**config.mk**
```make
export PLATFORM = sky130hd
export DESIGN_NAME = pdp_diag_power
export DESIGN_NICKNAME = d
export VERILOG_FILES = /design/src/inc/pdp_pkg.sv /design/src/core/pdp_diag_power.sv
export SDC_FILE = /design/constraint.sdc
export NUM_CORES = 1
export LEC_CHECK = 0
export BUFFER_PORTS_ARGS = -buffer_cell sky130_fd_sc_hd__buf_2
export CAP_MARGIN = 20
export CORE_MARGIN = 1.5
export CORE_UTILIZATION = 61
export CTS_BUF_LIST = sky130_fd_sc_hd__clkbuf_4
export DETAILED_ROUTE_END_ITERATION = 6
export GPL_TIMING_DRIVEN = 0
export PLACE_DENSITY = 0.92
export SKIP_LAST_GASP = 1
export SYNTH_ARGS = -nofsm -noshare
export SYNTH_HDL_FRONTEND = slang
export SYNTH_SLANG_ARGS = --single-unit
```
**constraint.sdc**
```tcl
create_clock -name clk -period 2.9 [get_ports clk]
set_clock_uncertainty 0.05 [all_clocks]
set_input_delay 0 -clock clk [delete_from_list [all_inputs] [get_ports clk]]
set_output_delay 0 -clock clk [all_outputs]
set_load 0.005 [all_outputs]
```
**src/inc/pdp_pkg.sv**
```systemverilog
// Constants, register map and state types of the diagnostic and power block.
// Assumes a 40 MHz system clock and a management clock well below it.
package pdp_pkg;
  // Register addresses on the management interface
  localparam logic [4:0] REG_BASIC   = 5'h00;
  localparam logic [4:0] REG_PLL     = 5'h10;
  localparam logic [4:0] REG_OSC     = 5'h11;
  localparam logic [4:0] REG_DIG     = 5'h16;
  localparam logic [4:0] REG_ENERGY_DETECT_POWER_DOWN    = 5'h18;
  localparam logic [4:0] REG_CABLE   = 5'h1D;
  localparam logic [4:0] REG_PHYCTL2 = 5'h1F;
  // Field positions
  localparam int BASIC_RST_BIT  = 15;
  localparam int BASIC_AN_BIT   = 12;
  localparam int BASIC_PD_BIT   = 11;
  localparam int PLL_AUTO_BIT   = 4;
  localparam int SLOW_OSC_BIT   = 5;
  localparam int NAND_EN_BIT    = 5;
  localparam int ENERGY_DETECT_POWER_DOWN_DIS_BIT   = 11;
  localparam int CT_START_BIT   = 15;
  localparam int MDIX_FORCE_BIT = 14;
  localparam int MDIX_DIS_BIT   = 13;
  localparam int PSAVE_BIT      = 10;
  localparam int CT_DIST_W      = 9;
  // Cable test result codes
  localparam logic [1:0] CT_NORMAL  = 2'h0;
  localparam logic [1:0] CT_OPEN    = 2'h1;
  localparam logic [1:0] CT_SHORT   = 2'h2;
  localparam logic [1:0] CT_INVALID = 2'h3;
  // Reset values
  localparam logic RST_AN       = 1'b1;
  localparam logic RST_ENERGY_DETECT_POWER_DOWN_DIS = 1'b1;
  localparam logic RST_OFF      = 1'b0;
  // Management frame
  localparam logic [5:0] PRE_LEN  = 6'h20;
  localparam logic [5:0] HDR_LEN  = 6'h0D;
  localparam logic [5:0] DATA_LEN = 6'h12;
  localparam logic [1:0] OP_RD    = 2'h2;
  localparam logic [1:0] OP_WR    = 2'h1;
  // Timing
  localparam int CLK_MHZ            = 40;
  localparam int SILENCE_TIMEOUT_US = 1000;
  localparam int LINK_PULSE_US      = 16000;
  localparam int SILENCE_CYC        = SILENCE_TIMEOUT_US * CLK_MHZ;
  localparam int LINK_PULSE_CYC     = LINK_PULSE_US * CLK_MHZ;
  // Board test chain
  localparam int NAND_W = 19;

  typedef enum logic [1:0] {
    PDP_MD_PRE = 2'b00,
    PDP_MD_HDR = 2'b01,
    PDP_MD_RD  = 2'b10,
    PDP_MD_WR  = 2'b11
  } pdp_md_state_e;

  typedef enum logic [1:0] {
    PDP_CT_IDLE    = 2'b00,
    PDP_CT_SILENCE = 2'b01,
    PDP_CT_MEASURE = 2'b10
  } pdp_ct_state_e;
endpackage

```
**src/core/pdp_diag_power.sv**
```systemverilog
// Management slave, cable test sequencer, board test chain and power modes.
// Assumes mdc and mdio_in are synchronous to clk; analog front end outside.
`timescale 1ns/100ps
module pdp_diag_power #(
  parameter int unsigned SIL_CYC = pdp_pkg::SILENCE_CYC,
  parameter int unsigned LP_CYC  = pdp_pkg::LINK_PULSE_CYC
) (
  input  wire logic                         clk,
  input  wire logic                         resetn,
  input  wire logic                         mdc,
  input  wire logic                         mdio_in,
  output wire logic                         mdio_out,
  output wire logic                         mdio_oe,
  input  wire logic [2:0]                   phy_addr,
  input  wire logic                         nand_strap_n,
  input  wire logic [pdp_pkg::NAND_W-1:0]   nand_pins,
  input  wire logic                         crs_in,
  output wire logic                         crs_out,
  output wire logic                         nand_mode,
  input  wire logic                         link_up,
  input  wire logic                         auto_mdix_cross,
  input  wire logic                         partner_quiet,
  input  wire logic                         tdr_done,
  input  wire logic [1:0]                   tdr_fault,
  input  wire logic [pdp_pkg::CT_DIST_W-1:0] tdr_count,
  output wire logic                         ct_silence_req,
  output wire logic                         ct_pulse_en,
  output wire logic                         tdr_pair_mdix,
  output logic                              psave_active,
  output logic                              energy_detect_power_down_active,
  output logic                              rx_blocks_off,
  output logic                              pll_off,
  output logic                              tx_off,
  output logic                              energy_det_off,
  output logic                              link_pulse,
  output wire logic                         slow_osc_sel,
  output wire logic                         sw_reset
);
  import pdp_pkg::*;

  function automatic logic reg_hit(input logic [4:0] a, input logic [4:0] r);
    reg_hit = (a == r);
  endfunction

  // Management serial slave
  pdp_md_state_e   md_st_r;
  logic [5:0]      md_cnt_r;
  logic [15:0]     md_sh_r;
  logic [4:0]      md_reg_r;
  logic            mdc_r;
  logic            mdio_out_r;
  logic            mdio_oe_r;
  wire logic       mdc_rise;
  wire logic [12:0] hdr_w;
  wire logic       hdr_ok;
  wire logic [15:0] rd_word;
  wire logic       wr_stb;
  wire logic [15:0] wr_data;

  // Register bits
  logic            an_r;
  logic            pd_r;
  logic            pll_auto_r;
  logic            slow_r;
  logic            nand_en_r;
  logic            energy_detect_power_down_dis_r;
  logic            mdix_force_r;
  logic            mdix_dis_r;
  logic            psave_r;
  logic            soft_rst_r;

  // Cable test
  pdp_ct_state_e   ct_st_r;
  logic [31:0]     ct_cnt_r;
  logic [1:0]      ct_res_r;
  logic [CT_DIST_W-1:0] ct_dist_r;
  logic [31:0]     lp_cnt_r;
  wire logic       ct_busy;
  wire logic       ct_go;
  wire logic       ct_timeout;

  assign mdc_rise = mdc & ~mdc_r;
  assign hdr_w    = {md_sh_r[11:0], mdio_in};
  assign hdr_ok   = hdr_w[12] & (hdr_w[9:8] == 2'h0) &
                    ((hdr_w[7:5] == phy_addr) | (hdr_w[7:5] == 3'h0));
  assign wr_stb   = mdc_rise & (md_st_r == PDP_MD_WR) &
                    (md_cnt_r == DATA_LEN - 6'h01);
  assign wr_data  = {md_sh_r[14:0], mdio_in};
  assign mdio_out = mdio_out_r;
  assign mdio_oe  = mdio_oe_r;

  wire logic wr_basic = wr_stb & reg_hit(md_reg_r, REG_BASIC);
  wire logic wr_pll   = wr_stb & reg_hit(md_reg_r, REG_PLL);
  wire logic wr_osc   = wr_stb & reg_hit(md_reg_r, REG_OSC);
  wire logic wr_dig   = wr_stb & reg_hit(md_reg_r, REG_DIG);
  wire logic wr_energy_detect_power_down  = wr_stb & reg_hit(md_reg_r, REG_ENERGY_DETECT_POWER_DOWN);
  wire logic wr_cable = wr_stb & reg_hit(md_reg_r, REG_CABLE);
  wire logic wr_ctl2  = wr_stb & reg_hit(md_reg_r, REG_PHYCTL2);

  // Read words; unused bits read zero
  wire logic [15:0] rd_basic = (16'(an_r) << BASIC_AN_BIT) |
                               (16'(pd_r) << BASIC_PD_BIT);
  wire logic [15:0] rd_cable = {ct_busy, ct_res_r, 4'h0, ct_dist_r};
  wire logic [15:0] rd_ctl2  = (16'(mdix_force_r) << MDIX_FORCE_BIT) |
                               (16'(mdix_dis_r) << MDIX_DIS_BIT) |
                               (16'(psave_r) << PSAVE_BIT);
  wire logic [4:0]  rd_a     = hdr_w[4:0];
  assign rd_word =
    reg_hit(rd_a, REG_BASIC)   ? rd_basic :
    reg_hit(rd_a, REG_PLL)     ? (16'(pll_auto_r) << PLL_AUTO_BIT) :
    reg_hit(rd_a, REG_OSC)     ? (16'(slow_r) << SLOW_OSC_BIT) :
    reg_hit(rd_a, REG_DIG)     ? (16'(nand_en_r) << NAND_EN_BIT) :
    reg_hit(rd_a, REG_ENERGY_DETECT_POWER_DOWN)    ? (16'(energy_detect_power_down_dis_r) << ENERGY_DETECT_POWER_DOWN_DIS_BIT) :
    reg_hit(rd_a, REG_CABLE)   ? rd_cable :
    reg_hit(rd_a, REG_PHYCTL2) ? rd_ctl2 : 16'h0000;

  // Management stays alive in every power mode; only board test mode stops it
  always_ff @(posedge clk) begin
    mdc_r <= mdc;
    if (!resetn || nand_mode) begin
      md_st_r    <= PDP_MD_PRE;
      md_cnt_r   <= 6'h00;
      md_sh_r    <= 16'h0000;
      md_reg_r   <= 5'h00;
      mdio_out_r <= 1'b0;
      mdio_oe_r  <= 1'b0;
    end else if (mdc_rise) begin
      case (md_st_r)
        PDP_MD_PRE: begin
          if (mdio_in) begin
            md_cnt_r <= (md_cnt_r == PRE_LEN) ? md_cnt_r : md_cnt_r + 6'h01;
          end else if (md_cnt_r == PRE_LEN) begin
            md_st_r  <= PDP_MD_HDR;
            md_cnt_r <= 6'h00;
          end else begin
            md_cnt_r <= 6'h00;
          end
        end
        PDP_MD_HDR: begin
          md_sh_r  <= {md_sh_r[14:0], mdio_in};
          md_cnt_r <= md_cnt_r + 6'h01;
          if (md_cnt_r == HDR_LEN - 6'h01) begin
            md_cnt_r <= 6'h00;
            md_reg_r <= hdr_w[4:0];
            if (hdr_ok && hdr_w[11:10] == OP_RD) begin
              md_st_r <= PDP_MD_RD;
              md_sh_r <= rd_word;
            end else if (hdr_ok && hdr_w[11:10] == OP_WR) begin
              md_st_r <= PDP_MD_WR;
            end else begin
              md_st_r <= PDP_MD_PRE;
            end
          end
        end
        PDP_MD_RD: begin
          md_cnt_r <= md_cnt_r + 6'h01;
          if (md_cnt_r == 6'h00) begin
            mdio_oe_r  <= 1'b1;
            mdio_out_r <= 1'b0;
          end else if (md_cnt_r == DATA_LEN - 6'h01) begin
            mdio_oe_r <= 1'b0;
            md_st_r   <= PDP_MD_PRE;
            md_cnt_r  <= 6'h00;
          end else begin
            mdio_out_r <= md_sh_r[15];
            md_sh_r    <= {md_sh_r[14:0], 1'b0};
          end
        end
        PDP_MD_WR: begin
          md_sh_r  <= wr_data;
          md_cnt_r <= md_cnt_r + 6'h01;
          if (md_cnt_r == DATA_LEN - 6'h01) begin
            md_st_r  <= PDP_MD_PRE;
            md_cnt_r <= 6'h00;
          end
        end
        default: md_st_r <= PDP_MD_PRE;
      endcase
    end
  end

  // Software reset is a one-cycle pulse that restores all defaults
  always_ff @(posedge clk) begin
    if (!resetn) begin
      soft_rst_r <= 1'b0;
    end else begin
      soft_rst_r <= wr_basic & wr_data[BASIC_RST_BIT];
    end
  end
  assign sw_reset = soft_rst_r;

  always_ff @(posedge clk) begin
    if (!resetn || soft_rst_r) begin
      an_r         <= RST_AN;
      pd_r         <= RST_OFF;
      pll_auto_r   <= RST_OFF;
      slow_r       <= RST_OFF;
      nand_en_r    <= RST_OFF;
      energy_detect_power_down_dis_r   <= RST_ENERGY_DETECT_POWER_DOWN_DIS;
      mdix_force_r <= RST_OFF;
      mdix_dis_r   <= RST_OFF;
      psave_r      <= RST_OFF;
    end else begin
      if (wr_basic) begin
        an_r <= wr_data[BASIC_AN_BIT];
        pd_r <= wr_data[BASIC_PD_BIT];
      end
      if (wr_pll) pll_auto_r <= wr_data[PLL_AUTO_BIT];
      if (wr_osc) slow_r <= wr_data[SLOW_OSC_BIT];
      if (wr_dig) nand_en_r <= wr_data[NAND_EN_BIT];
      if (wr_energy_detect_power_down) energy_detect_power_down_dis_r <= wr_data[ENERGY_DETECT_POWER_DOWN_DIS_BIT];
      if (wr_ctl2) begin
        mdix_force_r <= wr_data[MDIX_FORCE_BIT];
        mdix_dis_r   <= wr_data[MDIX_DIS_BIT];
        psave_r      <= wr_data[PSAVE_BIT];
      end
    end
  end

  // Cable test sequencer; refused while busy or powered down
  assign ct_busy = (ct_st_r != PDP_CT_IDLE);
  assign ct_go   = wr_cable & wr_data[CT_START_BIT] & ~ct_busy & ~pd_r;
  assign ct_timeout = (ct_cnt_r == 32'(SIL_CYC - 1));
  assign ct_silence_req = (ct_st_r == PDP_CT_SILENCE);
  assign ct_pulse_en    = (ct_st_r == PDP_CT_MEASURE);
  assign tdr_pair_mdix  = mdix_dis_r ? mdix_force_r : auto_mdix_cross;

  always_ff @(posedge clk) begin
    if (!resetn || soft_rst_r) begin
      ct_st_r   <= PDP_CT_IDLE;
      ct_cnt_r  <= 32'h0000_0000;
      ct_res_r  <= CT_NORMAL;
      ct_dist_r <= 9'h000;
    end else begin
      case (ct_st_r)
        PDP_CT_IDLE: begin
          ct_cnt_r <= 32'h0000_0000;
          if (ct_go) ct_st_r <= PDP_CT_SILENCE;
        end
        PDP_CT_SILENCE: begin
          ct_cnt_r <= ct_cnt_r + 32'h0000_0001;
          if (partner_quiet) begin
            ct_st_r  <= PDP_CT_MEASURE;
            ct_cnt_r <= 32'h0000_0000;
          end else if (ct_timeout) begin
            ct_st_r   <= PDP_CT_IDLE;
            ct_res_r  <= CT_INVALID;
            ct_dist_r <= 9'h000;
          end
        end
        PDP_CT_MEASURE: begin
          ct_cnt_r <= ct_cnt_r + 32'h0000_0001;
          if (tdr_done) begin
            ct_st_r   <= PDP_CT_IDLE;
            ct_res_r  <= tdr_fault;
            ct_dist_r <= tdr_count;
          end else if (ct_timeout) begin
            ct_st_r   <= PDP_CT_IDLE;
            ct_res_r  <= CT_INVALID;
            ct_dist_r <= 9'h000;
          end
        end
        default: ct_st_r <= PDP_CT_IDLE;
      endcase
    end
  end

  // Board test chain: each low input inverts the running level, so the
  // output toggles on every step of the ordered pull-down
  assign nand_mode = ~nand_strap_n | nand_en_r;
  wire logic [NAND_W:0] chain;
  assign chain[0] = 1'b1;
  genvar gi;
  generate
    for (gi = 0; gi < NAND_W; gi++) begin : g_chain
      assign chain[gi+1] = chain[gi] ~^ nand_pins[gi];
    end
  endgenerate
  assign crs_out = nand_mode ? chain[NAND_W] : crs_in;

  // Power modes
  wire logic no_link  = an_r & ~link_up & ~pd_r;
  wire logic ps_nxt   = psave_r & no_link;
  wire logic ed_nxt   = ~energy_detect_power_down_dis_r & no_link;
  assign slow_osc_sel = slow_r;

  always_ff @(posedge clk) begin
    if (!resetn) begin
      psave_active   <= 1'b0;
      energy_detect_power_down_active    <= 1'b0;
      rx_blocks_off  <= 1'b0;
      pll_off        <= 1'b0;
      tx_off         <= 1'b0;
      energy_det_off <= 1'b0;
      link_pulse     <= 1'b0;
      lp_cnt_r       <= 32'h0000_0000;
    end else begin
      psave_active   <= ps_nxt;
      energy_detect_power_down_active    <= ed_nxt;
      rx_blocks_off  <= pd_r | ps_nxt | ed_nxt;
      pll_off        <= pd_r | (ed_nxt & pll_auto_r);
      tx_off         <= pd_r;
      energy_det_off <= pd_r;
      // Longer LP_CYC saves power but slows wake-up
      if (!energy_detect_power_down_active) begin
        lp_cnt_r   <= 32'h0000_0000;
        link_pulse <= 1'b0;
      end else begin
        link_pulse <= (lp_cnt_r == 32'(LP_CYC - 1));
        lp_cnt_r   <= (lp_cnt_r == 32'(LP_CYC - 1)) ? 32'h0000_0000
                                                    : lp_cnt_r + 32'h0000_0001;
      end
    end
  end
endmodule // pdp_diag_power

```
==> results of run 1 <==
[worst register-to-register path, cell delays in order, from the launching register on]
cell	delay (ps)
dfxtp_1	360
nor4b_1	350
nand2_1	90
nor4_1	690
a21oi_1	190
a221oi_1	280
dlygate4sd3_1	580
[sequential cells by signal, indices dropped and copies added, names as in the netlist, 2 cells and up]
name and flops:
md_st_r 2, ct_cnt_r 32, ct_dist_r 9, md_sh_r 16, lp_cnt_r 32, ct_st_r 2
md_reg_r 5, md_cnt_r 6, ct_res_r 2
[Yosys cell counts, types with 3 or more instances]
cell type,instances,area share (%)
inv_1,21,1.3
or3_1,9,0.93
o21ai_0,32,2.7
nand3_1,42,3.5
and3b_1,3,0.44
nor2_1,108,6.7
clkbuf_1,17,1.1
nand3b_1,5,0.62
nor3_1,10,0.83
a22oi_1,10,1.2
and2_1,5,0.52
nor4b_1,3,0.44
ha_1,9,1.9
dfxtp_1,125,42
xnor2_1,39,5.7
a31oi_1,10,1.0
xor2_1,38,5.5
a21o_1,3,0.37
nand2b_1,9,0.93
and4_1,9,1.3
nor2b_1,10,1.0
nor4_1,14,1.5
nand4_1,16,1.7
a21oi_1,29,2.4
buf_2,4,0.33
mux2i_1,18,3.0
and3_1,22,2.3
nand2_1,52,3.2
[power groups by stage]
stage                     combinational [mW]  clock, mW  sequential, mW
after detailed placement               0.149          0            1.76
after global routing                   0.185       1.23            1.72
final                                  0.170       1.13            1.72
after global placement                 0.146          0            1.76
after floorplan                       0.0919          0            1.76
after CTS                              0.169       1.14            1.72
[cell families after synthesis]
kind of cell	count (synthesis)	synth area share, %
AND/OR/NAND/NOR	330	27.8
buffers and inverters	45	3.07
flip-flops	125	41.5
multiplexers	19	3.17
AO/OA/AOI/OAI	106	11.4
XOR/XNOR	77	11.2
adder cells (fa/ha/maj)	9	1.87
[final timing paths]
path / from / to / slack [ps] / cells after the start
worst max-delay path: ct_cnt_r[16] / ct_res_r[0] / 250 / 6
worst min-delay path: nand_strap_n / md_sh_r[12] / 80 / 4
worst max register to register: ct_cnt_r[16] / ct_res_r[0] / 250 / 6
worst min register to register: mdio_out / mdio_out / 410 / 2
[metrics by stage]
stage / power (mW) / instance area (um^2) / utilization, %
4_1_cts: 3.03 / 6930 / 71.5
5_1_grt: 3.13 / 6930 / 71.5
6_report: 3.02 / 6930 / 71.5
3_5_place_dp: 1.91 / 6490 / 67.0
2_1_floorplan: 1.85 / 6030 / -
3_3_place_gp: 1.90 / 6490 / 67.0
[per-layer routing]
layer	up-vias	part of all wire, %
li1	2698	-
met1	2653	41
met2	232	50
met3	41	6.7
met4	0	2.3
met5	-	0
[final cells by class]
class | instances | area, um^2
clock buffers | 20 | 150
well taps | 133 | 166
multi-input cells | 541 | 3340
inverters | 21 | 78.8
flip-flops and latches | 125 | 2500
fillers | 731 | 2760
plain buffers | 24 | 106
repair buffers | 77 | 480
clock inverters | 11 | 101
==> key figures, run 1 <==
Critical path
  • Crit path arrival time: about 3100 ps
  • Setup CP Type: register to register
  • Data required time of the critical path: ~3300 ps
  • Startpoint Class: register
  • Number of buffers and inverters on the critical path: 1
  • Max stage delay on crit path: ~690 ps
  • CP endpoint kind: register
  • Crit path max-delay cell type: nor4_1
  • Crit path max fanout: 4
  • Critical path's top delay family: simple AND/OR/NAND/NOR gates
  • CP Cell Sequence: nor4b_1 > nand2_1 > nor4_1 > a21oi_1 > a221oi_1 > dlygate4sd3_1

GRT
  • Top Usage Layer GRT: met2
  • GRT Overall Usage: about 29%
  • First-pass GRT wire length: ~24,000 um
  • Total grt overflow: 0
  • Largest net degree at the start of global routing: 17
  • Initial antenna violation count: 0
  • Met2 Track Usage GR: 51.5%
  • M3 GR Usage: between 7 and 8%
  • Met1 Use GR: between 30% and 40%
  • Vias in the first global route: ~5,400

Floorplanning
  • Die area: approximately 0.010 mm^2
  • Ports: 59
  • Die Y-Extent: 102 um
  • Site Rows: 36
  • Core region area: 0.00968 mm^2
  • Die W: 102 um
  • Initial Util: between 60% and 70%

Power
  • Sw Ratio: around 23%
  • Psw: about 0.69 mW
  • Clk pwr share: 37.5%
  • Internal: roughly 2.3 mW
  • Largest vdd supply drop: just over 300 uV
  • Pleak: between 2 and 2.5 nW
  • Power Dens Cells: 436 mW/mm^2
  • Reg power frac: between 50% and 60%
  • Logic pwr share: around 5.6%

Layout
  • Non-filler cells, final: ~950
  • N_diodes: 0
  • Share of cells above drive strength 1: 12.0%
  • Synthesis-to-finish area growth: 14.9%
  • Most frequent cells in the layout: 125 x dfxtp_1, 108 x nor2_1, 62 x buf_2
  • Leading cell type in the layout, fill and taps excluded: dfxtp_1
  • Final nets: approximately 860

Synthesis
  • Synthesized Nets: roughly 760
  • Syn avg cell area: around 8.5 um^2
  • Syn Std Cell Area: 0.00603 mm^2
  • Post-synth EDFFs: 0
  • Flop and latch count out of synthesis: around 130
  • Seq/Total Area, Yosys: about two fifths
  • Cells after Synth: 711
  • Synth Warn #: 0
  • Fraction of registers with async set/reset: 0%
  • Main flop type after synthesis: dfxtp_1
  • Distinct cells, synth: between 50 and 60

Clock tree
  • TritonCTS clock tree: built
  • H-Tree Depth: 4
  • Clock buffer depth: 2
  • Cts repair resizes: 0
  • Clk pin slew, worst setup/hold paths: around 110 ps
  • Post-CTS Setup Inserts: 0
  • Clock sink total: 125
  • Clock Latency Late Sink: approximately 520 ps
  • Cts bufs inserted: 17
  • Root buf cell: clkbuf_4
  • Hold_buf cts: 19

Placement
  • Pre-CTS WS: between 400 and 500 ps
  • Hpwl dp: about 11,000 um
  • Port Buffers: 58
  • Placed cells: 902
  • GPL Wtd Cong: about 0.93

Run status
  • Status: completed

Detailed routing
  • Total iterations of the first detailed-routing run: 5
  • DRC viols: 0
  • Routed Antenna Nets: 0
  • DRT iter0 DRCs: 396
  • Vias/cell: slightly below 6
  • Wire per inst: around 15 um
  • Final wirelength: 14,600 um
  • Via Count: between 5,000 and 6,000

Timing
  • Final worst slack: around 250 ps
  • WHS: 83.7 ps
  • Relative slew slack: 48.0%
  • Hold Violations, Final: 0
  • Final TNS setup: 0 ps
  • Worst-Margin Slew: 773 ps
  • RSZ-0062 raised after global routing: false
  • Fmax: approximately 380 MHz
  • Tmin final: between 2000 and 3000 ps
  • Slew Viols, Final: 0
  • Final setup fails: 0
  • Final worst path period share: 91.4%

Job
  • Maxcap violations: 0

Worst hold path
  • Hold WC Path Type: input port to register
Note: power is estimated with default switching activity, not from simulation.
==> run 2, diff against run 1 <==
CORE_UTILIZATION = 59   (was 61)
CTS_BUF_LIST = not set   (was sky130_fd_sc_hd__clkbuf_4)
PLACE_DENSITY = 0.9   (was 0.92)
==> run 2 against run 1 <==
  * Clock power increased by 88%
  * Via count increased by 1.9%
  * Largest power group is now clock
  * Non-clock buffer count fell by 2
  * Register-to-register slack gained 60 ps
  * Count of clock-buffer cells in the layout is 4 higher
  * Largest cell class unchanged
  * Final area grew 4.6%
  * Worst setup slack gained 61 ps
  * Routed wire length grew 6.2%
  * Total power grew 33%
  * Core utilization rose by 1.9 points
==> key figures, run 2 (synthesized netlist as in run 1, its figures left out) <==
Detailed routing
  • DRC viols: 0 (unchanged)
  • Final wirelength: 15,500 um (+6.2%)
  • Total iterations of the first detailed-routing run: 7 (+2)
  • Via Count: 5,732 (+1.9%)
  • Routed Antenna Nets: 0 (unchanged)
  • Wire per inst: 16.3 um (+6.4%)
  • DRT iter0 DRCs: 409 (+3.3%)
  • Vias/cell: 6.03 (+2.1%)

Floorplanning
  • Die area: 0.0108 mm^2 (+3.3%)
  • Ports: 59 (unchanged)
  • Site Rows: 36 (unchanged)
  • Initial Util: 61.1% (-1.1 points)
  • Die W: 104 um (+1.6%)
  • Core region area: 0.00986 mm^2 (+1.9%)
  • Die Y-Extent: 104 um (+1.6%)

Timing
  • Worst-Margin Slew: 743 ps (-29.5 ps)
  • Final worst path period share: 89.3% (-2.1 points)
  • WHS: 45.6 ps (-38.1 ps)
  • Final TNS setup: 0 ps (unchanged)
  • Final setup fails: 0 (unchanged)
  • Hold Violations, Final: 0 (unchanged)
  • Tmin final: 2590 ps (-61.4 ps)
  • Relative slew slack: 50.0% (+2.0 points)
  • Slew Viols, Final: 0 (unchanged)
  • Fmax: 386 MHz (+2.4%)
  • RSZ-0062 raised after global routing: false

Worst hold path
  • Hold Path Stages: 5 (+1)
  • Hold WC Path Type: input port to register

Run status
  • Status: completed

Critical path
  • Crit path max-delay cell type: nor4_1
  • Crit path arrival time: 3010 ps (-60 ps)
  • Setup CP Type: register to register
  • Data required time of the critical path: 3320 ps (about the same)
  • Crit path max fanout: 4 (unchanged)
  • Max stage delay on crit path: 600 ps (-90 ps)
  • Startpoint Class: register
  • CP Cell Sequence: nor4_1 > nand2_1 > nor4_1 > a21oi_1 > a221oi_1 > dlygate4sd3_1
  • Top cell by count, worst path: nor4_1
  • CP endpoint kind: register
  • R2R cell count: 6 (unchanged)

Layout
  • Final nets: 857 (-0.23%)
  • Most frequent cells in the layout: 125 x dfxtp_1, 108 x nor2_1, 62 x buf_2
  • # fillers: 662 (-9.4%)
  • Largest registers: ct_cnt_r (32), lp_cnt_r (32), md_sh_r (16)
  • Non-filler cells, final: 950 (-0.21%)
  • Share of cells above drive strength 1: 12.2% (+0.27 points)
  • Util after Layout: 73.5% (+1.9 points)
  • N_diodes: 0 (unchanged)
  • Synthesis-to-finish area growth: 20.2%
  • Leading cell type in the layout, fill and taps excluded: dfxtp_1
  • Design area: 0.00725 mm^2 (+4.6%)

Clock tree
  • Clk pin slew, worst setup/hold paths: 60 ps (-50 ps)
  • Clock buffer depth: 2 (unchanged)
  • TritonCTS clock tree: built
  • Post-CTS Setup Inserts: 0 (unchanged)
  • Cts bufs inserted: 17 (unchanged)
  • H-Tree Depth: 4 (unchanged)
  • Clock Latency Late Sink: 530 ps (about the same)
  • Cts repair resizes: 0 (unchanged)
  • Root buf cell: clkbuf_8
  • Clock sink total: 125 (unchanged)

Placement
  • GPL Wtd Cong: 0.872 (-6.5%)
  • Port Buffers: 58 (unchanged)
  • Dpl cell area: 0.00649 mm^2 (unchanged)
  • Hpwl dp: 10,300 um (-1.7%)
  • Placed cells: 902 (unchanged)

Power
  • Psw: 0.810 mW (+16%)
  • Largest vdd supply drop: 350 uV (+15%)
  • Reg power frac: 42.9% (-14 points)
  • Pleak: 2.64 nW (+5.9%)
  • Internal: 3.20 mW (+38%)
  • Logic pwr share: 4.3% (-1.3 points)
  • Sw Ratio: 20.2% (-2.8 points)
  • Power Dens Cells: 553 mW/mm^2 (+27%)
  • Clk pwr share: 52.8% (+15 points)

GRT
  • Largest net degree at the start of global routing: 17 (unchanged)
  • Initial antenna violation count: 0 (unchanged)
  • GRT Overall Usage: 29.2% (-0.073 points)
  • Vias in the first global route: 5,623 (+3.3%)
  • First-pass GRT wire length: 25,700 um (+6.0%)
  • Total grt overflow: 0 (unchanged)

Job
  • Maxcap violations: 0 (unchanged)
-- run 2: changes by cell type in the layout (fill, tap and decap cells not counted), sizes merged --
cell,previous run,this run
bufinv,2,3
clkinvlp,1,0
clkinv,8,4
clkbuf,37,41
dlygate4sd3,19,17
-- run 2: final timing paths --
path,startpoint,slack (ps),to
worst max register to register,ct_cnt_r[28],310,ct_res_r[0]
worst max-delay path,ct_cnt_r[28],310,ct_res_r[0]
worst min-delay path,mdio_in,50,md_cnt_r[5]
worst min register to register,mdio_out,410,mdio_out
-- run 2: per-layer routing --
metal  wire (um)  part of all wire [%]  global-route usage, %  vias up
met1        6080                    39                   32.5     2683
met2        7860                    51                   52.4      311
met3        1040                   6.7                   6.64       58
met4         493                   3.2                   14.2        0
li1            -                     -                      -     2680
met5           0                     0                      0        -
-- run 2: critical path, delay by kind of cell, from the launching register on --
kind                   cells  cell delay, ps
AOI/OAI and AO/OA          2             480
buffers and inverters      1             590
DFF                        1             340
and+or+nand+nor            3            1070
-- run 2: stage by stage --
step | power, mW | worst slack, ps
2_1_floorplan | 1.85 | 880
3_3_place_gp | 1.90 | 610
3_5_place_dp | 1.91 | 553
4_1_cts | 4.01 | 393
5_1_grt | 4.09 | 61.4
6_report | 4.01 | 310
-- run 2: power by group through the flow --
stage	sequential, mW	clock, mW	combinational, mW
detailed placement	1.76	0	0.152
finish	1.72	2.12	0.172
CTS	1.72	2.12	0.169
global placement	1.76	0	0.144
global route	1.72	2.19	0.185
floorplan	1.76	0	0.0919
-- run 2: layout make-up --
| type | count | area, um^2 | area share [%] |
|---|---|---|---|
| inverter | 21 | 78.8 | 1.09 |
| buffer | 24 | 106 | 1.47 |
| timing repair buffer | 75 | 460 | 6.35 |
| clock inverter | 7 | 110 | 1.52 |
| tap | 133 | 166 | 2.30 |
| multi-input combinational | 541 | 3340 | 46.1 |
| sequential | 125 | 2500 | 34.5 |
| clock buffer | 24 | 480 | 6.63 |
-- run 2: timing repair --
| item | 4_1_cts | 5_1_grt |
|---|---|---|
| endpoints found under the hold margin | 34 | 0 |
| setup endpoints to repair | 0 | 0 |
| hold buffers | 17 | 0 |
